**config.mk**
```make
export PLATFORM = sky130hd
export DESIGN_NAME = pmi_core
export DESIGN_NICKNAME = d
export VERILOG_FILES = /design/src/pmi_pkg.sv /design/src/pmi_core.sv
export SDC_FILE = /design/constraint.sdc
export NUM_CORES = 1
export LEC_CHECK = 0
export ABC_CLOCK_PERIOD_IN_PS = 2380
export BUFFER_PORTS_ARGS = -buffer_cell sky130_fd_sc_hd__buf_2
export CAP_MARGIN = 15
export CORE_ASPECT_RATIO = 2
export CORE_MARGIN = 2
export CORE_UTILIZATION = 62
export CTS_BUF_LIST = sky130_fd_sc_hd__clkbuf_16
export DETAILED_ROUTE_END_ITERATION = 12
export PLACE_DENSITY = 0.8
export SKIP_CTS_REPAIR_TIMING = 1
export SYNTH_ARGS = -nofsm -noshare
export SYNTH_HDL_FRONTEND = slang
export SYNTH_SLANG_ARGS = --single-unit
```
**constraint.sdc**
```tcl
create_clock -name clk_sys -period 2.38 [get_ports clk_sys]
set_input_delay 0.238 -clock clk_sys [delete_from_list [all_inputs] [get_ports clk_sys]]
set_output_delay 0.238 -clock clk_sys [all_outputs]
set_load 0.005 [all_outputs]
```
**src/pmi_pkg.sv**
```systemverilog
// Package with constants and carrier types of the power monitor register logic.
package pmi_pkg;

    // ------------------------------------------------------------------
    // Register map
    // ------------------------------------------------------------------
    localparam logic [2:0] REG_CTRL      = 3'h6;
    localparam logic [2:0] REG_LAST      = 3'h6;
    localparam logic [2:0] REG_FIRST     = 3'h0;
    localparam logic [7:0] CTRL_RESET    = 8'h0C;
    localparam int         BIT_SNAP_EN   = 7;
    localparam int         BIT_SNAP_CH1  = 6;
    localparam int         BIT_SNAP_CH0  = 5;
    localparam int         BIT_TEST_MODE = 4;
    localparam int         BIT_PAGE_EN   = 3;
    localparam int         BIT_STUCK_EN  = 2;
    localparam int         BUSY_BIT      = 3;

    // ------------------------------------------------------------------
    // Snapshot channel codes and converter step sizes
    // ------------------------------------------------------------------
    localparam logic [1:0] CODE_SENSE    = 2'h0;
    localparam logic [1:0] CODE_SUPPLY   = 2'h1;
    localparam logic [1:0] CODE_AUX      = 2'h2;
    localparam int         STEP_SENSE_NV = 20000;
    localparam int         STEP_SUPPLY_UV = 25000;
    localparam int         STEP_AUX_UV   = 500;

    // ------------------------------------------------------------------
    // Addressing
    // ------------------------------------------------------------------
    localparam logic [2:0] ADDR_PREFIX   = 3'h6;
    localparam logic [6:0] ADDR_MASS     = 7'h66;
    localparam logic [1:0] STRAP_LOW     = 2'h0;
    localparam logic [1:0] STRAP_HIGH    = 2'h1;
    localparam logic [1:0] STRAP_OPEN    = 2'h2;

    // ------------------------------------------------------------------
    // Timing
    // ------------------------------------------------------------------
    localparam int CLK_PERIOD_NS  = 100;
    localparam int SCAN_PERIOD_NS = 133333333;
    localparam int SCAN_CH_CYCLES = SCAN_PERIOD_NS / 3 / CLK_PERIOD_NS;
    localparam int STUCK_MS       = 33;
    localparam int STUCK_CYCLES   = STUCK_MS * 1000000 / CLK_PERIOD_NS;

    // ------------------------------------------------------------------
    // Converter carriers and serial slave state type
    // ------------------------------------------------------------------
    typedef struct packed {
        logic       start;
        logic [1:0] chan;
    } pmi_conv_req_s;

    typedef struct packed {
        logic        done;
        logic [11:0] code;
    } pmi_conv_res_s;

    typedef enum logic [4:0] {
        ST_IDLE   = 5'b00001,
        ST_RX     = 5'b00010,
        ST_RX_ACK = 5'b00100,
        ST_TX     = 5'b01000,
        ST_TX_ACK = 5'b10000
    } pmi_state_e;

endpackage

```
**src/pmi_core.sv**
```systemverilog
// Register access, serial slave and measurement sequencing of the power monitor.
`timescale 1ns/1ns
module pmi_core #(
    parameter int SCAN_CYCLES  = pmi_pkg::SCAN_CH_CYCLES,
    parameter int STUCK_LIMIT  = pmi_pkg::STUCK_CYCLES,
    parameter bit INVERT_SPLIT = 1'b1
) (
    input  wire logic                   clk_sys,
    input  wire logic                   resetn,
    input  wire logic                   scl_in,
    input  wire logic                   split_data_in,
    output logic                        sda_out,
    output logic                        sda_oe,
    output logic                        split_data_out,
    output logic                        split_data_out_oe,
    input  wire logic [1:0]             addr_strap_hi,
    input  wire logic [1:0]             addr_strap_lo,
    input  wire logic                   power_down_input,
    output logic                        shutdown_active,
    output pmi_pkg::pmi_conv_req_s      conv_req,
    input  wire pmi_pkg::pmi_conv_res_s conv_res
);
    import pmi_pkg::*;

    // ------------------------------------------------------------------
    // Input synchronisers and edge detection
    // ------------------------------------------------------------------
    logic [2:0] scl_sync_r;
    logic [2:0] sda_sync_r;
    logic [1:0] pd_sync_r;

    always_ff @(posedge clk_sys or negedge resetn)
    begin
        if (!resetn)
        begin
            scl_sync_r <= 3'h7;
            sda_sync_r <= 3'h7;
            pd_sync_r  <= 2'h3;
        end
        else
        begin
            scl_sync_r <= {scl_sync_r[1:0], scl_in};
            sda_sync_r <= {sda_sync_r[1:0], split_data_in};
            pd_sync_r  <= {pd_sync_r[0], power_down_input};
        end
    end

    wire scl      = scl_sync_r[1];
    wire sda      = sda_sync_r[1];
    wire scl_rise = scl_sync_r[1] & ~scl_sync_r[2];
    wire scl_fall = ~scl_sync_r[1] & scl_sync_r[2];
    wire start_ev = scl & scl_sync_r[2] & ~sda_sync_r[1] & sda_sync_r[2];
    wire stop_ev  = scl & scl_sync_r[2] & sda_sync_r[1] & ~sda_sync_r[2];
    wire run      = pd_sync_r[1];

    assign shutdown_active = ~run;

    // ------------------------------------------------------------------
    // Address decode from the straps
    // ------------------------------------------------------------------
    logic [3:0] addr_low;

    always_comb
    begin
        case ({addr_strap_hi, addr_strap_lo})
            {STRAP_HIGH, STRAP_LOW}:  addr_low = 4'h7;
            {STRAP_OPEN, STRAP_HIGH}: addr_low = 4'h8;
            {STRAP_HIGH, STRAP_HIGH}: addr_low = 4'h9;
            {STRAP_OPEN, STRAP_OPEN}: addr_low = 4'hA;
            {STRAP_OPEN, STRAP_LOW}:  addr_low = 4'hB;
            {STRAP_LOW, STRAP_HIGH}:  addr_low = 4'hC;
            {STRAP_HIGH, STRAP_OPEN}: addr_low = 4'hD;
            {STRAP_LOW, STRAP_OPEN}:  addr_low = 4'hE;
            default:                  addr_low = 4'hF;
        endcase
    end

    // ------------------------------------------------------------------
    // Register file and serial slave state
    // ------------------------------------------------------------------
    logic [7:0]  regs_r [0:6];
    pmi_state_e  state_r;
    logic [7:0]  shift_r;
    logic [3:0]  bit_cnt_r;
    logic [1:0]  phase_r;
    logic        reading_r;
    logic [2:0]  ptr_r;
    logic [2:0]  xfer_cnt_r;
    logic        ctrl_wr_r;
    logic        drive_low_r;
    logic        snap_go_r;
    logic        snap_arm_r;
    logic [31:0] stuck_cnt_r;

    wire [7:0] ctrl        = regs_r[REG_CTRL];
    wire       snap_en     = ctrl[BIT_SNAP_EN];
    wire       test_mode   = ctrl[BIT_TEST_MODE];
    wire       page_en     = ctrl[BIT_PAGE_EN];
    wire [2:0] ptr_inc     = (ptr_r == REG_LAST) ? REG_FIRST : ptr_r + 3'h1;
    wire       addr_match  = shift_r[7:1] == {ADDR_PREFIX, addr_low};
    wire       mass_match  = (shift_r[7:1] == ADDR_MASS) & ~shift_r[0];
    wire       more_ok     = page_en | (xfer_cnt_r < 3'h2);
    wire       data_wr_ok  = (ptr_r == REG_CTRL) | test_mode;
    wire       stuck_low   = ~scl | ~sda;
    wire       stuck_fire  = ctrl[BIT_STUCK_EN] & (stuck_cnt_r >= 32'(STUCK_LIMIT));
    wire       byte_done   = scl_fall & (bit_cnt_r == 4'h8);

    always_ff @(posedge clk_sys or negedge resetn)
    begin
        if (!resetn)
            stuck_cnt_r <= 32'h0;
        else if (!stuck_low || !ctrl[BIT_STUCK_EN] || stuck_fire)
            stuck_cnt_r <= 32'h0;
        else
            stuck_cnt_r <= stuck_cnt_r + 32'h1;
    end

    // ------------------------------------------------------------------
    // Converter sequencing
    // ------------------------------------------------------------------
    logic [31:0] tick_cnt_r;
    logic [1:0]  scan_ch_r;
    logic        conv_busy_r;
    logic        snap_busy_r;
    logic [1:0]  conv_ch_r;

    wire tick      = tick_cnt_r >= 32'(SCAN_CYCLES - 1);
    wire scan_go   = run & ~snap_en & ~test_mode & tick & ~conv_busy_r;
    wire snap_go   = run & snap_go_r & ~conv_busy_r;
    wire [1:0] ch_sel   = snap_go ? {ctrl[BIT_SNAP_CH1], ctrl[BIT_SNAP_CH0]} : scan_ch_r;
    wire [1:0] ch_next  = (scan_ch_r == CODE_AUX) ? CODE_SENSE : scan_ch_r + 2'h1;
    wire       store    = conv_res.done & conv_busy_r & ~test_mode;
    wire [2:0] res_hi   = {conv_ch_r, 1'b0};
    wire [2:0] res_lo   = {conv_ch_r, 1'b1};
    wire [2:0] busy_reg = {ch_sel, 1'b1};

    always_ff @(posedge clk_sys or negedge resetn)
    begin
        if (!resetn)
        begin
            tick_cnt_r  <= 32'h0;
            scan_ch_r   <= CODE_SENSE;
            conv_busy_r <= 1'b0;
            snap_busy_r <= 1'b0;
            conv_ch_r   <= CODE_SENSE;
            conv_req    <= '0;
        end
        else
        begin
            tick_cnt_r    <= tick ? 32'h0 : tick_cnt_r + 32'h1;
            conv_req      <= '0;
            if (scan_go || snap_go)
            begin
                conv_req.start <= 1'b1;
                conv_req.chan  <= ch_sel;
                conv_ch_r      <= ch_sel;
                conv_busy_r    <= 1'b1;
                snap_busy_r    <= snap_go;
                if (scan_go)
                    scan_ch_r <= ch_next;
            end
            else if (conv_res.done)
            begin
                conv_busy_r <= 1'b0;
                snap_busy_r <= 1'b0;
            end
        end
    end

    // ------------------------------------------------------------------
    // Serial slave and register writes
    // ------------------------------------------------------------------
    always_ff @(posedge clk_sys or negedge resetn)
    begin
        if (!resetn)
        begin
            for (int i = 0; i < 6; i++)
                regs_r[i] <= 8'h00;
            regs_r[REG_CTRL] <= CTRL_RESET;
            state_r     <= ST_IDLE;
            shift_r     <= 8'h00;
            bit_cnt_r   <= 4'h0;
            phase_r     <= 2'h0;
            reading_r   <= 1'b0;
            ptr_r       <= REG_FIRST;
            xfer_cnt_r  <= 3'h0;
            ctrl_wr_r   <= 1'b0;
            drive_low_r <= 1'b0;
            snap_go_r   <= 1'b0;
            snap_arm_r  <= 1'b1;
        end
        else
        begin
            if (!snap_en)
                snap_arm_r <= 1'b1;
            if (snap_go)
                snap_go_r <= 1'b0;
            if (snap_go)
                regs_r[busy_reg][BUSY_BIT] <= 1'b1;
            if (store)
            begin
                regs_r[res_hi] <= conv_res.code[11:4];
                regs_r[res_lo] <= {conv_res.code[3:0], 4'h0};
            end
            if (stuck_fire)
            begin
                state_r     <= ST_IDLE;
                drive_low_r <= 1'b0;
            end
            else if (stop_ev)
            begin
                state_r     <= ST_IDLE;
                drive_low_r <= 1'b0;
                ptr_r       <= REG_FIRST;
                if (ctrl_wr_r && xfer_cnt_r == 3'h1 && snap_en && snap_arm_r)
                begin
                    snap_go_r  <= 1'b1;
                    snap_arm_r <= 1'b0;
                end
                ctrl_wr_r <= 1'b0;
            end
            else if (start_ev)
            begin
                state_r     <= ST_RX;
                bit_cnt_r   <= 4'h0;
                phase_r     <= 2'h0;
                xfer_cnt_r  <= 3'h0;
                ctrl_wr_r   <= 1'b0;
                drive_low_r <= 1'b0;
            end
            else
            begin
                case (state_r)
                    ST_IDLE:
                    begin
                        drive_low_r <= 1'b0;
                    end
                    ST_RX:
                    begin
                        if (scl_rise)
                        begin
                            shift_r   <= {shift_r[6:0], sda};
                            bit_cnt_r <= bit_cnt_r + 4'h1;
                        end
                        else if (byte_done)
                        begin
                            bit_cnt_r <= 4'h0;
                            state_r   <= ST_RX_ACK;
                            if (phase_r == 2'h0)
                            begin
                                drive_low_r <= addr_match | mass_match;
                                reading_r   <= shift_r[0] & addr_match;
                                phase_r     <= 2'h1;
                                if (!(addr_match || mass_match))
                                    state_r <= ST_IDLE;
                            end
                            else if (phase_r == 2'h1)
                            begin
                                drive_low_r <= 1'b1;
                                ptr_r       <= shift_r[2:0];
                                phase_r     <= 2'h2;
                            end
                            else if (more_ok)
                            begin
                                drive_low_r <= 1'b1;
                                if (data_wr_ok)
                                    regs_r[ptr_r] <= shift_r;
                                ctrl_wr_r  <= ptr_r == REG_CTRL;
                                xfer_cnt_r <= xfer_cnt_r + 3'h1;
                                ptr_r      <= ptr_inc;
                            end
                            else
                                state_r <= ST_IDLE;
                        end
                    end
                    ST_RX_ACK:
                    begin
                        if (scl_fall)
                        begin
                            if (reading_r && phase_r == 2'h1)
                            begin
                                state_r     <= ST_TX;
                                shift_r     <= {regs_r[ptr_r][6:0], 1'b1};
                                drive_low_r <= ~regs_r[ptr_r][7];
                                bit_cnt_r   <= 4'h1;
                            end
                            else
                            begin
                                state_r     <= ST_RX;
                                drive_low_r <= 1'b0;
                            end
                        end
                    end
                    ST_TX:
                    begin
                        if (scl_fall)
                        begin
                            if (bit_cnt_r == 4'h8)
                            begin
                                drive_low_r <= 1'b0;
                                state_r     <= ST_TX_ACK;
                                xfer_cnt_r  <= xfer_cnt_r + 3'h1;
                                ptr_r       <= ptr_inc;
                            end
                            else
                            begin
                                drive_low_r <= ~shift_r[7];
                                shift_r     <= {shift_r[6:0], 1'b1};
                                bit_cnt_r   <= bit_cnt_r + 4'h1;
                            end
                        end
                    end
                    ST_TX_ACK:
                    begin
                        if (scl_rise)
                        begin
                            if (sda || !more_ok)
                                state_r <= ST_IDLE;
                            else
                                state_r <= ST_RX_ACK;
                        end
                    end
                    default:
                    begin
                        state_r <= ST_IDLE;
                    end
                endcase
            end
        end
    end

    // ------------------------------------------------------------------
    // Pin drivers
    // ------------------------------------------------------------------
    assign sda_out           = 1'b0;
    assign sda_oe            = drive_low_r;
    assign split_data_out    = 1'b0;
    assign split_data_out_oe = INVERT_SPLIT ? ~drive_low_r : drive_low_r;

endmodule

```
# Word level (Yosys, flattened, before mapping)
# Memories as Yosys holds them, arrays and structs flattened.
# Cells that the tools add are included.
# word_totals
n_memories	1
register_bits	166
latchBits	0
ram_bits	0
input_bits	22
out_inout_bits	8
romBits	64
# op_classes
order_cmp	11
n_bitwise	44
div	0
reduce_logical	39
n_shift	0
eq_ne	47
n_addsub	6
mux	118
n_mul	0
# mem_list
memory	depth	word_bits	rd	rd_clocked_by_memory_dff	wr	line	source
(no name shown)	16	4	1	0	0	pmi_core.sv:65	case ({addr_strap_hi, addr_strap_lo})
# op_table
op	n
2-to-1 mux 56 bit	12
bitwise mux 56 bit	3
demux 8 bit (select 3 bit)	4
2-to-1 mux 8 bit	10
2-to-1 mux 3 bit	23
adder 32 x 1 -> 32 bit (second input constant)	2
>= comparator 32 x 19 -> 1 bit (second input constant)	2
2-to-1 mux 32 bit	2
bitwise OR 56 bit	1
!= test 3 bit (second input constant)	17
2-to-1 mux 5 bit	10
2-to-1 mux 4 bit	9
2-to-1 mux 1 bit	30
!= test 5 bit (second input constant)	6
case mux 5 bit (5 select lines)	1
binary-select mux 8 bit (select 3 bit)	1
case mux 8 bit (3 select lines)	1
AND reduction 7 bit	3
nonzero test 3 bit	7
AND 1 bit	19
AND reduction 9 bit	2
>= comparator 4 bit (second input constant)	4
< comparator 4 x 1 -> 1 bit (second input constant)	4
2-to-1 mux 2 bit	8
38 further kinds	84

# Longest topological paths before layout
# Gate-level depths: netlist of the first run.
# depth
depth_word	24
ltp_mapped	9

# Worst setup path before layout of the first run
# No wires, ideal clock.
# synth_timing
path_type	register -> register
startpoint	reg sda_sync_r[1]
endpoint	reg reading_r
stages_incl_launch_ff	8
slack_ns	0.176
setup_time_ns	0.127
required_time_ns	2.253
arrival_time_ns	2.077
period_less_slack_ns	2.204
cell_sequence	dfstp_2 > clkbuf_1 > xnor2_1 > nor2_1 > nor2_2 > o21ai_2 > or4_1 > mux2_1
# synth_via
elab_chain_cells	5
# synth_lines
item	line	source
start: declaration	pmi_core.sv:29	logic [2:0] sda_sync_r;
start signal: assignment	pmi_core.sv:43	sda_sync_r <= {sda_sync_r[1:0], split_data_in};
NOT 1 bit	pmi_core.sv:52	wire start_ev = scl & scl_sync_r[2] & ~sda_sync_r[1] & sda_sync_r[2];
AND 1 bit (2 in a row)	pmi_core.sv:52	
NOT 1 bit (no line)	--	
AND reduction 7 bit (no line) *	--	
end signal: assignment	pmi_core.sv:252	reading_r <= shift_r[0] & addr_match;
end: declaration	pmi_core.sv:86	logic reading_r;
# Every way passes the cells marked *; elsewhere a longest branch is shown, timed or not.
# A chain may end at the register's enable or synchronous reset.

# Final worst setup path of the first run
# layout_timing
startpoint	reg stuck_cnt_r[6]
endpoint	reg regs_r, in the netlist ctrl[1]
# layout_via
elab_chain_cells	3
# layout_lines
item	line	source
start: declaration	pmi_core.sv:93	logic [31:0] stuck_cnt_r;
start signal: assignment	pmi_core.sv:115	stuck_cnt_r <= stuck_cnt_r + 32'h1;
>= comparator 32 x 19 -> 1 bit	pmi_core.sv:105	wire stuck_fire = ctrl[BIT_STUCK_EN] & (stuck_cnt_r >= 32'(STUCK_LIMIT));
AND 1 bit	pmi_core.sv:105	
2-to-1 mux 56 bit	pmi_core.sv:205	if (stuck_fire)
end signal: indexed assignment	pmi_core.sv:202	regs_r[res_hi] <= conv_res.code[11:4];
end signal: indexed assignment	pmi_core.sv:203	regs_r[res_lo] <= {conv_res.code[3:0], 4'h0};
end signal: indexed assignment	pmi_core.sv:267	regs_r[ptr_r] <= shift_r;
end: declaration	pmi_core.sv:81	logic [7:0] regs_r [0:6];
# No other way between the ends.

==> results.json, run 1 <==
{
  "numPortBuffers": 27,
  "path_cells": "nor4_2 > o211ai_2 > a21o_1 > or4_1 > buf_4 > nor2_1 > a31oi_1",
  "worst-slew-pin-transition_ps": 869,
  "insertedDiodeCount": 0,
  "totalNegativeSetupSlack_ps": 0,
  "cp_data_arrival_time_ps": 2600,
  "r2r_start": "stuck_cnt_r[6]",
  "dp_hpwl_mm": 15.9,
  "post-place-cells": 1057,
  "criticalPathCategory": "flop to flop",
  "fin_util_pct": 73.1,
  "synth_cell_type_count": 76,
  "worstSkewPairLatency_ps": 430,
  "worst_hold_slack_ps": 95.1,
  "top_level_ports": 30,
  "power_mw": 6.06,
  "uppermost_metal_layer_occupied_by_signal_nets": "met4",
  "antenna_found_initial": 0,
  "max_freq_ghz": 0.433,
  "cts_buffers": 17,
  "antenna_violating_nets_post_route": 0,
  "timing.final.hold_violations": 0,
  "fp-row-count": 60,
  "synthesis.instances": 841,
  "max_rail_drop_vdd_v": 0.000495,
  "setup_ws_ps": 68.1,
  "grt_overflow_total": 0,
  "finalMaxSlewViolations": 0,
  "asyncSetResetFlopFracSynth_pct": 100,
  "post_synth_edffs": 0,
  "slew_headroom_pct": 41.9,
  "synth.avg_cell_area_um2": 10.0,
  "first_pass_iters": 5,
  "postSynthRegisterBits": 166,
  "drcViolationCount": 0,
  "wire_length_of_the_first_global_routing_pass_mm": 36.5,
  "die_x_um": 86.3,
  "design.final.nets": 957,
  "synth_warn": 0,
  "powerDensity_mw_per_mm2": 620,
  "worst_r2r_path_depth": 7,
  "via_count_of_the_first_global_routing_pass": 7461,
  "hp-class": "input pin to flop",
  "min_delay_path_depth": 3,
  "wl_met2_mm": 12.2,
  "global_route.usage.total_pct": 32.3,
  "pre_cts_slack_ps": 100,
  "worst_path_slowest_cell": "or4_1",
  "worstSetupEndpointType": "flop",
  "clk_pin_slew_worst_paths_ps": 70,
  "initial_utilization_pct": 62.9,
  "outcome": "complete, no violations",
  "drive_above_1_share_pct": 17.7,
  "routedWlPerCell_um": 20.5,
  "yosysSeqAreaShare_pct": 49.6,
  "coreArea_mm2": 0.0134,
  "area_growth_pct": 16.2,
  "layout_commonest_cell": "dfrtp_1",
  "synth_area_mm2": 0.00841,
  "clk_path_buf_depth": 2,
  "die_area_mm2": 0.0146,
  "dominantRegCellSynth": "dfrtp_1",
  "wirelength_met1_mm": 7.69,
  "r2r_slack_ps": 70,
  "first_iter_violations": 619,
  "timing.hold.worst_endpoint": "ctrl[3]",
  "worst_setup_path_start_kind": "flop",
  "cts_num_sinks": 166,
  "unrepaired_setup_endpoints_after_global_routing": "yes",
  "critPathRequiredTime_ps": 2670,
  "hold_path.startpoint": "conv_res[7]",
  "grt_start_max_net_pins": 62,
  "post_route_insts_no_fill": 1093,
  "die-height_um": 169,
  "final_cell_mix": "154 x dfrtp_1, 112 x nor2_1, 62 x nand2_1",
  "critical-path-max-stage-delay_ps": 470,
  "layout_worst_path_cycle_share_pct": 97.1,
  "final-setup-viol-count": 0,
  "total_leakage_power_nw": 4.20,
  "final_period_minus_worst_setup_slack_ps": 2310,
  "cts-htree-levels": 4,
  "place.gp.congestion": 0.998,
  "clock_tree.root_cell": "clkbuf_16",
  "placed_instance_area_mm2": 0.00905,
  "path_max_fanout": 17,
  "postLayoutCellArea_mm2": 0.00977,
  "timing.clock.skew_ps": 13.2,
  "cts_tree": "built",
  "vias": 7013,
  "avgViaCountPerCell": 6.42,
  "route.final.wire_length_mm": 22.4,
  "max_cap_violations": 0,
  "critical_path.reg2reg.endpoint": "ctrl[1]",
  "detailroute.wirelength.met3_mm": 1.19
}
[synth_stat cells (7+ instances only)]
| library cell | instances | area [µm²] |
|---|---|---|
| dfrtp_1 | 154 | 3850 |
| nor2_1 | 113 | 424 |
| nand2_1 | 62 | 233 |
| a21oi_1 | 59 | 295 |
| mux2i_1 | 49 | 490 |
| o21ai_0 | 41 | 205 |
| nand3_1 | 37 | 185 |
| inv_1 | 25 | 93.8 |
| clkbuf_1 | 23 | 86.3 |
| xnor2_1 | 19 | 166 |
| xor2_1 | 18 | 158 |
| nor3_1 | 16 | 80.1 |
| a31oi_1 | 12 | 75.1 |
| and3_1 | 12 | 75.1 |
| dfstp_2 | 12 | 315 |
| mux2_2 | 12 | 135 |
| o211ai_1 | 12 | 90.1 |
| nand2b_1 | 11 | 68.8 |
| ha_1 | 10 | 125 |
| nor2b_1 | 10 | 62.6 |
| buf_2 | 9 | 45.0 |
| nand3b_1 | 8 | 60.1 |
| a211oi_1 | 7 | 52.6 |
| nand4_1 | 7 | 43.8 |
[per-layer routing]
metal / up-vias / track usage [%]
li1: 3122 / -
met2: 317 / 57.7
met4: 0 / 19.1
met5: - / 0
met3: 111 / 6.09
met1: 3463 / 34.4
[critical path: cells and delay by family (launching register included)]
family	cells	cell delay [ps]
compound gates	3	560
buf+inv	1	220
flops	1	430
simple gates	3	960
[registers in the layout, indices dropped and copies added, names as in the netlist, 4 cells and up]
name,flops
ctrl,8
shift_r,8
state_r,5
tick_cnt_r,32
regs_r,48
stuck_cnt_r,32
bit_cnt_r,4
[power by group]
part / switching (mW) / leakage [nW] / total, mW / internal, mW
Sequential: 0.0242 / 1.94 / 2.88 / 2.86
Clock: 1.24 / 0.320 / 3.03 / 1.79
Combinational: 0.107 / 1.94 / 0.157 / 0.0501
Total: 1.37 / 4.20 / 6.06 / 4.70
[worst max-delay path by stage]
stage | start | to | slack, ps | depth (start not counted)
6_report | stuck_cnt_r[6] | ctrl[1] | 70 | 7
4_1_cts | stuck_cnt_r[6] | ctrl[1] | 60 | 7
3_5_place_dp | stuck_cnt_r[6] | shift_r[7] | 100 | 6
3_3_place_gp | bit_cnt_r[0] | sda_oe | 120 | 8
5_1_grt | bit_cnt_r[0] | regs_r[27] | -20 | 9
2_1_floorplan | sda_sync_r[1] | reading_r | 180 | 7
[final cells by class]
cell class              instances  area (µm²)
clock buffers                  17         425
clock inverters                15         215
fillers                       929        3590
inverters                      25        93.8
multi-input cells             637        4120
flip-flops and latches        166        4170
well taps                     155         194
repair buffers                 78         559
[kinds of logic after synthesis]
kind of cell | share of synthesized area [%]
buffers and inverters | 3.21
AOI/OAI and AO/OA | 13.2
DFF | 49.6
adders and majority gates | 1.49
other | 0.0446
muxes | 9.18
and+or+nand+nor | 19.4
xor gates and xnor gates | 3.85
(Power assumes the default switching activity.)
==> inputs of run 2 (changes only) <==
Settings changed: ABC_AREA set to 1.
==> run 2 against run 1 <==
Via count increased by 9.4%. Sequential share of layout area fell by 0.70 points. Clock-buffer cell count unchanged. Critical path type unchanged. Largest power group is now sequential cells.
==> results.json, run 2 <==
{
  "outcome": "complete, no violations",
  "final_cell_mix": "259 x nand2_1, 154 x dfrtp_1, 128 x inv_1",
  "via_count_of_the_first_global_routing_pass": 7730,
  "worst-slew-pin-transition_ps": 647,
  "antenna_found_initial": 0,
  "dp_hpwl_mm": 17.6,
  "powerDensity_mw_per_mm2": 602,
  "cts_buffers": 17,
  "crit_end": "shift_r[6]",
  "global_route.usage.total_pct": 34.1,
  "grt_start_max_net_pins": 65,
  "fp-row-count": 61,
  "post-synth-top-area-cell": "dfrtp_1",
  "avgViaCountPerCell": 5.65,
  "routedWlPerCell_um": 17.6,
  "die_x_um": 87.9,
  "insertedDiodeCount": 0,
  "drcViolationCount": 0,
  "worst_hold_slack_ps": 33.4,
  "totalNegativeSetupSlack_ps": 0,
  "r2r_start": "state_r[1]",
  "place.gp.congestion": 1.04,
  "synth_warn": 0,
  "route.final.wire_length_mm": 23.9,
  "yosysSeqAreaShare_pct": 47.8,
  "timing.clock.skew_ps": 12.6,
  "post-synth-top-area-fraction_pct": 44.2,
  "post_synth_edffs": 0,
  "max_flop_register": "regs_r",
  "r2r_slack_ps": 190,
  "critPathRequiredTime_ps": 2710,
  "final-setup-viol-count": 0,
  "critical_path.reg2reg.endpoint": "shift_r[6]",
  "die_area_mm2": 0.0151,
  "area_growth_pct": 13.9,
  "cts-htree-levels": 4,
  "final_period_minus_worst_setup_slack_ps": 2190,
  "drive_above_1_share_pct": 15.5,
  "post_synth_main_area_contributors": "dfrtp_1 44%, nand2_1 11%, inv_1 5.5%",
  "top_level_ports": 30,
  "dominantRegCellSynth": "dfrtp_1",
  "worst_setup_path_start_kind": "flop",
  "final.fill_count": 1117,
  "first_iter_violations": 578,
  "cts_tree": "built",
  "die-height_um": 172,
  "timing.final.hold_violations": 0,
  "slew_headroom_pct": 56.5,
  "netlist_top_cells_count": "259 x nand2_1, 154 x dfrtp_1, 128 x inv_1",
  "hp-class": "input pin to flop",
  "max_rail_drop_vdd_v": 0.000497,
  "critical_path.startpoint": "state_r[1]",
  "design.final.nets": 1187,
  "clock_tree.root_cell": "clkbuf_16",
  "synth_area_mm2": 0.00872,
  "largest_reg_flops": 48,
  "most_instantiated_library_cell_after_synthesis": "nand2_1",
  "layout_worst_path_cycle_share_pct": 92.1,
  "antenna_violating_nets_post_route": 0,
  "synthesis.instances": 1072,
  "grt_overflow_total": 0,
  "clk_pin_slew_worst_paths_ps": 70,
  "worstSetupEndpointType": "flop",
  "first_pass_iters": 6,
  "asyncSetResetFlopFracSynth_pct": 100,
  "unrepaired_setup_endpoints_after_global_routing": "no",
  "wire_length_of_the_first_global_routing_pass_mm": 38.3,
  "synth_cell_type_count": 58,
  "total_leakage_power_nw": 4.87,
  "synth.avg_cell_area_um2": 8.14,
  "cp_data_arrival_time_ps": 2520,
  "coreArea_mm2": 0.0138,
  "initial_utilization_pct": 63.2,
  "path_max_fanout": 11,
  "max_cap_violations": 0,
  "postSynthRegisterBits": 166,
  "max_freq_ghz": 0.456,
  "criticalPathCategory": "flop to flop",
  "cts_num_sinks": 166,
  "layout_commonest_cell": "nand2_1",
  "finalMaxSlewViolations": 0,
  "numPortBuffers": 27,
  "vias": 7673,
  "clk_path_buf_depth": 2,
  "biggest_regs": "regs_r (48), stuck_cnt_r (32), tick_cnt_r (32)",
  "worstSkewPairLatency_ps": 430,
  "worst_r2r_path_depth": 11
}
-- run 2: changes by cell type after synthesis, moves of 11 or more --
cell / previous run / this run
clkbuf_1: 23 / 7
xnor2_1: 19 / 4
a21oi_1: 59 / 28
mux2i_1: 49 / 3
o21ai_0: 41 / 72
o21ai_1: 2 / 24
inv_1: 25 / 128
o21ai_2: 1 / 24
nand2_1: 62 / 259
nand2b_1: 11 / 0
nand3_1: 37 / 56
-- run 2: final cells by class --
type / instances / area, µm² / area share [%]
Timing Repair Buffer: 59 / 404 / 4.07
Clock inverter: 15 / 179 / 1.80
Clock buffer: 17 / 425 / 4.28
Tap cell: 189 / 236 / 2.38
Inverter: 140 / 528 / 5.31
Sequential cell: 166 / 4170 / 42.0
Multi-Input combinational cell: 771 / 3990 / 40.2
-- run 2: stage by stage --
step,cell area [µm²],worst slack [ps],power [mW],util (%),std cells
after global routing,9930,39.7,6.16,71.9,1357
after CTS,9890,212,6.00,71.6,1353
final,9930,188,5.98,71.9,1357
after global placement,9290,276,3.21,67.2,1321
after detailed placement,9290,272,3.22,67.2,1321
after floorplan,8830,555,3.08,-,1099
-- run 2: per-layer routing --
metal / vias up / GRT usage (%) / wire (µm)
met5: - / 0 / 0
met2: 284 / 61.5 / 12800
met4: 0 / 25.0 / 2110
met3: 135 / 6.53 / 1020
met1: 3605 / 33.2 / 8010
li1: 3649 / - / -
-- run 2: worst max-delay path, stage by stage (launching register included) --
cell	delay (ps)
dfrtp_1	430
nor2_1	240
nand3_2	280
nand2_2	240
nor2_2	90
inv_2	60
nand3b_2	100
nor2_1	120
nand2_2	180
buf_4	210
nand2_1	70
o21ai_2	50
-- run 2: cell families (layout without fill, tap and decap cells) --
group           count (synthesis)  count (layout)  synth area share [%]
buf+inv                       162             231                  7.62
flops                         166             166                  47.8
other cells                     1              28                0.0430
compound gates                197             197                  13.7
fa+ha+maj                      10              10                  1.43
mux                             7               7                 0.860
simple gates                  517             517                  27.3
xor+xnor                       12              12                  1.20
-- run 2: worst min path at each step --
| stage | startpoint | depth (start not counted) | to |
|---|---|---|---|
| detailed placement | resetn | 1 | tick_cnt_r[5] |
| global route | conv_res[12] | 2 | conv_busy_r |
| finish | conv_res[12] | 2 | conv_busy_r |
| floorplan | resetn | 0 | bit_cnt_r[0] |
| global placement | resetn | 1 | tick_cnt_r[5] |
| CTS | resetn | 1 | tick_cnt_r[5] |
-- run 2: report_power, final --
group          switching, mW  internal [mW]
combinational          0.178         0.0825
sequential            0.0274           2.89
clock                   1.30           1.51
==> inputs of run 3 (changes only) <==
Settings changed: PLACE_DENSITY 0.8 to 0.86, SKIP_CTS_REPAIR_TIMING 1 to unset.
==> run 3 against run 2 <==
Wire length rose by 6.5%. Sequential power about the same. Highest routed layer unchanged. Die area stayed put. Sequential share of layout area fell by 0.25 points. Largest power group unchanged. Critical path type unchanged.
==> results.json, run 3 (synthesis results as in run 2) <==
{
  "final_cell_mix": "259 x nand2_1, 154 x dfrtp_1, 128 x inv_1",
  "place.gp.congestion": 1.01,
  "power.switching_fraction_pct": 26.4,
  "clk_pin_slew_worst_paths_ps": 80,
  "power.switching_mw": 1.58,
  "final.fill_count": 1095,
  "initial_utilization_pct": 63.2,
  "share_seq_of_total_power_pct": 48.8,
  "design.final.nets": 1192,
  "layout_worst_path_cycle_share_pct": 96.2,
  "powerDensity_mw_per_mm2": 598,
  "power.internal_mw": 4.39,
  "top_level_ports": 30,
  "timing.final.hold_violations": 0,
  "critPathRequiredTime_ps": 2700,
  "worstSetupEndpointType": "flop",
  "wire_length_of_the_first_global_routing_pass_mm": 39.9,
  "worst_r2r_path_depth": 9,
  "worst_setup_path_start_kind": "flop",
  "die-height_um": 172,
  "largest_reg_flops": 48,
  "hp-class": "input pin to flop",
  "final-setup-viol-count": 0,
  "biggest_regs": "regs_r (48), stuck_cnt_r (32), tick_cnt_r (32)",
  "antenna_violating_nets_post_route": 0,
  "drive_above_1_share_pct": 15.9,
  "max_flop_register": "regs_r",
  "clock_tree.root_cell": "clkbuf_16",
  "p_clk_share_pct": 46.8,
  "dp_hpwl_mm": 18.5,
  "postCtsSetupRepairBufs": 0,
  "slew_headroom_pct": 59.8,
  "cts_num_sinks": 166,
  "setup_ws_ps": 89.3,
  "routedWlPerCell_um": 18.7,
  "critical_path.reg2reg.endpoint": "xfer_cnt_r[0]",
  "grt_overflow_total": 0,
  "insertedDiodeCount": 0,
  "timing.clock.skew_ps": 11.3,
  "layout_commonest_cell": "nand2_1",
  "criticalPathCategory": "flop to flop",
  "max_cap_violations": 0,
  "via_count_of_the_first_global_routing_pass": 7939,
  "avgViaCountPerCell": 5.81,
  "route.final.wire_length_mm": 25.5,
  "max_freq_ghz": 0.437,
  "global_route.usage.total_pct": 36.0,
  "vias": 7909,
  "die_x_um": 87.9,
  "totalNegativeSetupSlack_ps": 0,
  "antenna_found_initial": 0,
  "combinationalPowerShare_pct": 4.4,
  "drcViolationCount": 0,
  "area_growth_pct": 14.5,
  "placed_instance_area_mm2": 0.00934,
  "unrepaired_setup_endpoints_after_global_routing": "no",
  "r2r_slack_ps": 90,
  "cp_data_arrival_time_ps": 2610,
  "fp-row-count": 61,
  "worstSkewPairLatency_ps": 440,
  "final_period_minus_worst_setup_slack_ps": 2290,
  "first_pass_iters": 5,
  "coreArea_mm2": 0.0138,
  "clk_path_buf_depth": 2,
  "total_leakage_power_nw": 4.90,
  "first_iter_violations": 587,
  "path_max_fanout": 9,
  "worst-slew-pin-transition_ps": 602,
  "die_area_mm2": 0.0151,
  "critical_path.startpoint": "scl_sync_r[2]",
  "finalMaxSlewViolations": 0,
  "cts-htree-levels": 4,
  "pre_cts_slack_ps": 189,
  "postLayoutCellArea_mm2": 0.00999,
  "outcome": "complete, no violations",
  "crit_end": "xfer_cnt_r[0]",
  "r2r_start": "scl_sync_r[2]",
  "cts_buffers": 17,
  "cts_tree": "built",
  "numPortBuffers": 27,
  "max_rail_drop_vdd_v": 0.000615,
  "grt_start_max_net_pins": 52
}
run 3: how the worst min path moves through the flow:
stage	startpoint	end	slack (ps)	cells past startpoint
global route	conv_res[12]	conv_busy_r	40	2
floorplan	resetn	bit_cnt_r[0]	-60	0
CTS	conv_res[12]	conv_busy_r	40	2
finish	conv_res[12]	conv_busy_r	60	2
global placement	resetn	tick_cnt_r[4]	210	1
detailed placement	resetn	tick_cnt_r[2]	210	1
run 3: final cells by class:
class / instances / area (µm²) / share of cell area, %
clock buffers: 17 / 425 / 4.26
clock inverters: 15 / 183 / 1.83
inverters: 140 / 528 / 5.28
multi-input cells: 771 / 4000 / 40.0
flip-flops and latches: 166 / 4170 / 41.7
well taps: 189 / 236 / 2.37
repair buffers: 64 / 454 / 4.54
run 3: repair_timing:
| item | CTS | global route |
|---|---|---|
| hold buffers | 4 | 0 |
| hold endpoints to repair | 46 | 0 |
| endpoints found under the setup margin | 0 | 1 |
| resized for setup | 0 | 1 |
run 3: power groups by stage:
stage	clock [mW]	sequential, mW	combinational [mW]
2_1_floorplan	0	2.96	0.117
6_report	2.80	2.91	0.260
5_1_grt	2.95	2.92	0.297
3_5_place_dp	0	2.97	0.249
4_1_cts	2.80	2.91	0.257
3_3_place_gp	0	2.96	0.245
run 3: critical path, stage by stage, from the launching register on:
cell     delay [ps]
dfstp_2         610
nand4_1         260
buf_4           280
nand2_1          60
nor2_1           40
nor2_1          120
nand4_1         130
nor2_2          300
o21ai_0         210
o21a_1          160
run 3: per-layer routing:
metal | part of all wire (%) | track usage (%)
met1 | 32 | 33.9
met2 | 53 | 63.8
met3 | 5.4 | 8.21
met4 | 9.4 | 29.2
met5 | 0 | 0
run 3: per-stage QoR:
stage / hold WS, ps / power, mW / utilization (%) / std cells
4_1_cts: 43.2 / 5.97 / 72.3 / 1362
6_report: 62.6 / 5.97 / 72.3 / 1362
3_5_place_dp: 210 / 3.22 / 67.6 / 1326
2_1_floorplan: -57.6 / 3.08 / - / 1099
3_3_place_gp: 207 / 3.21 / 67.6 / 1326
5_1_grt: 44.5 / 6.17 / 72.3 / 1362
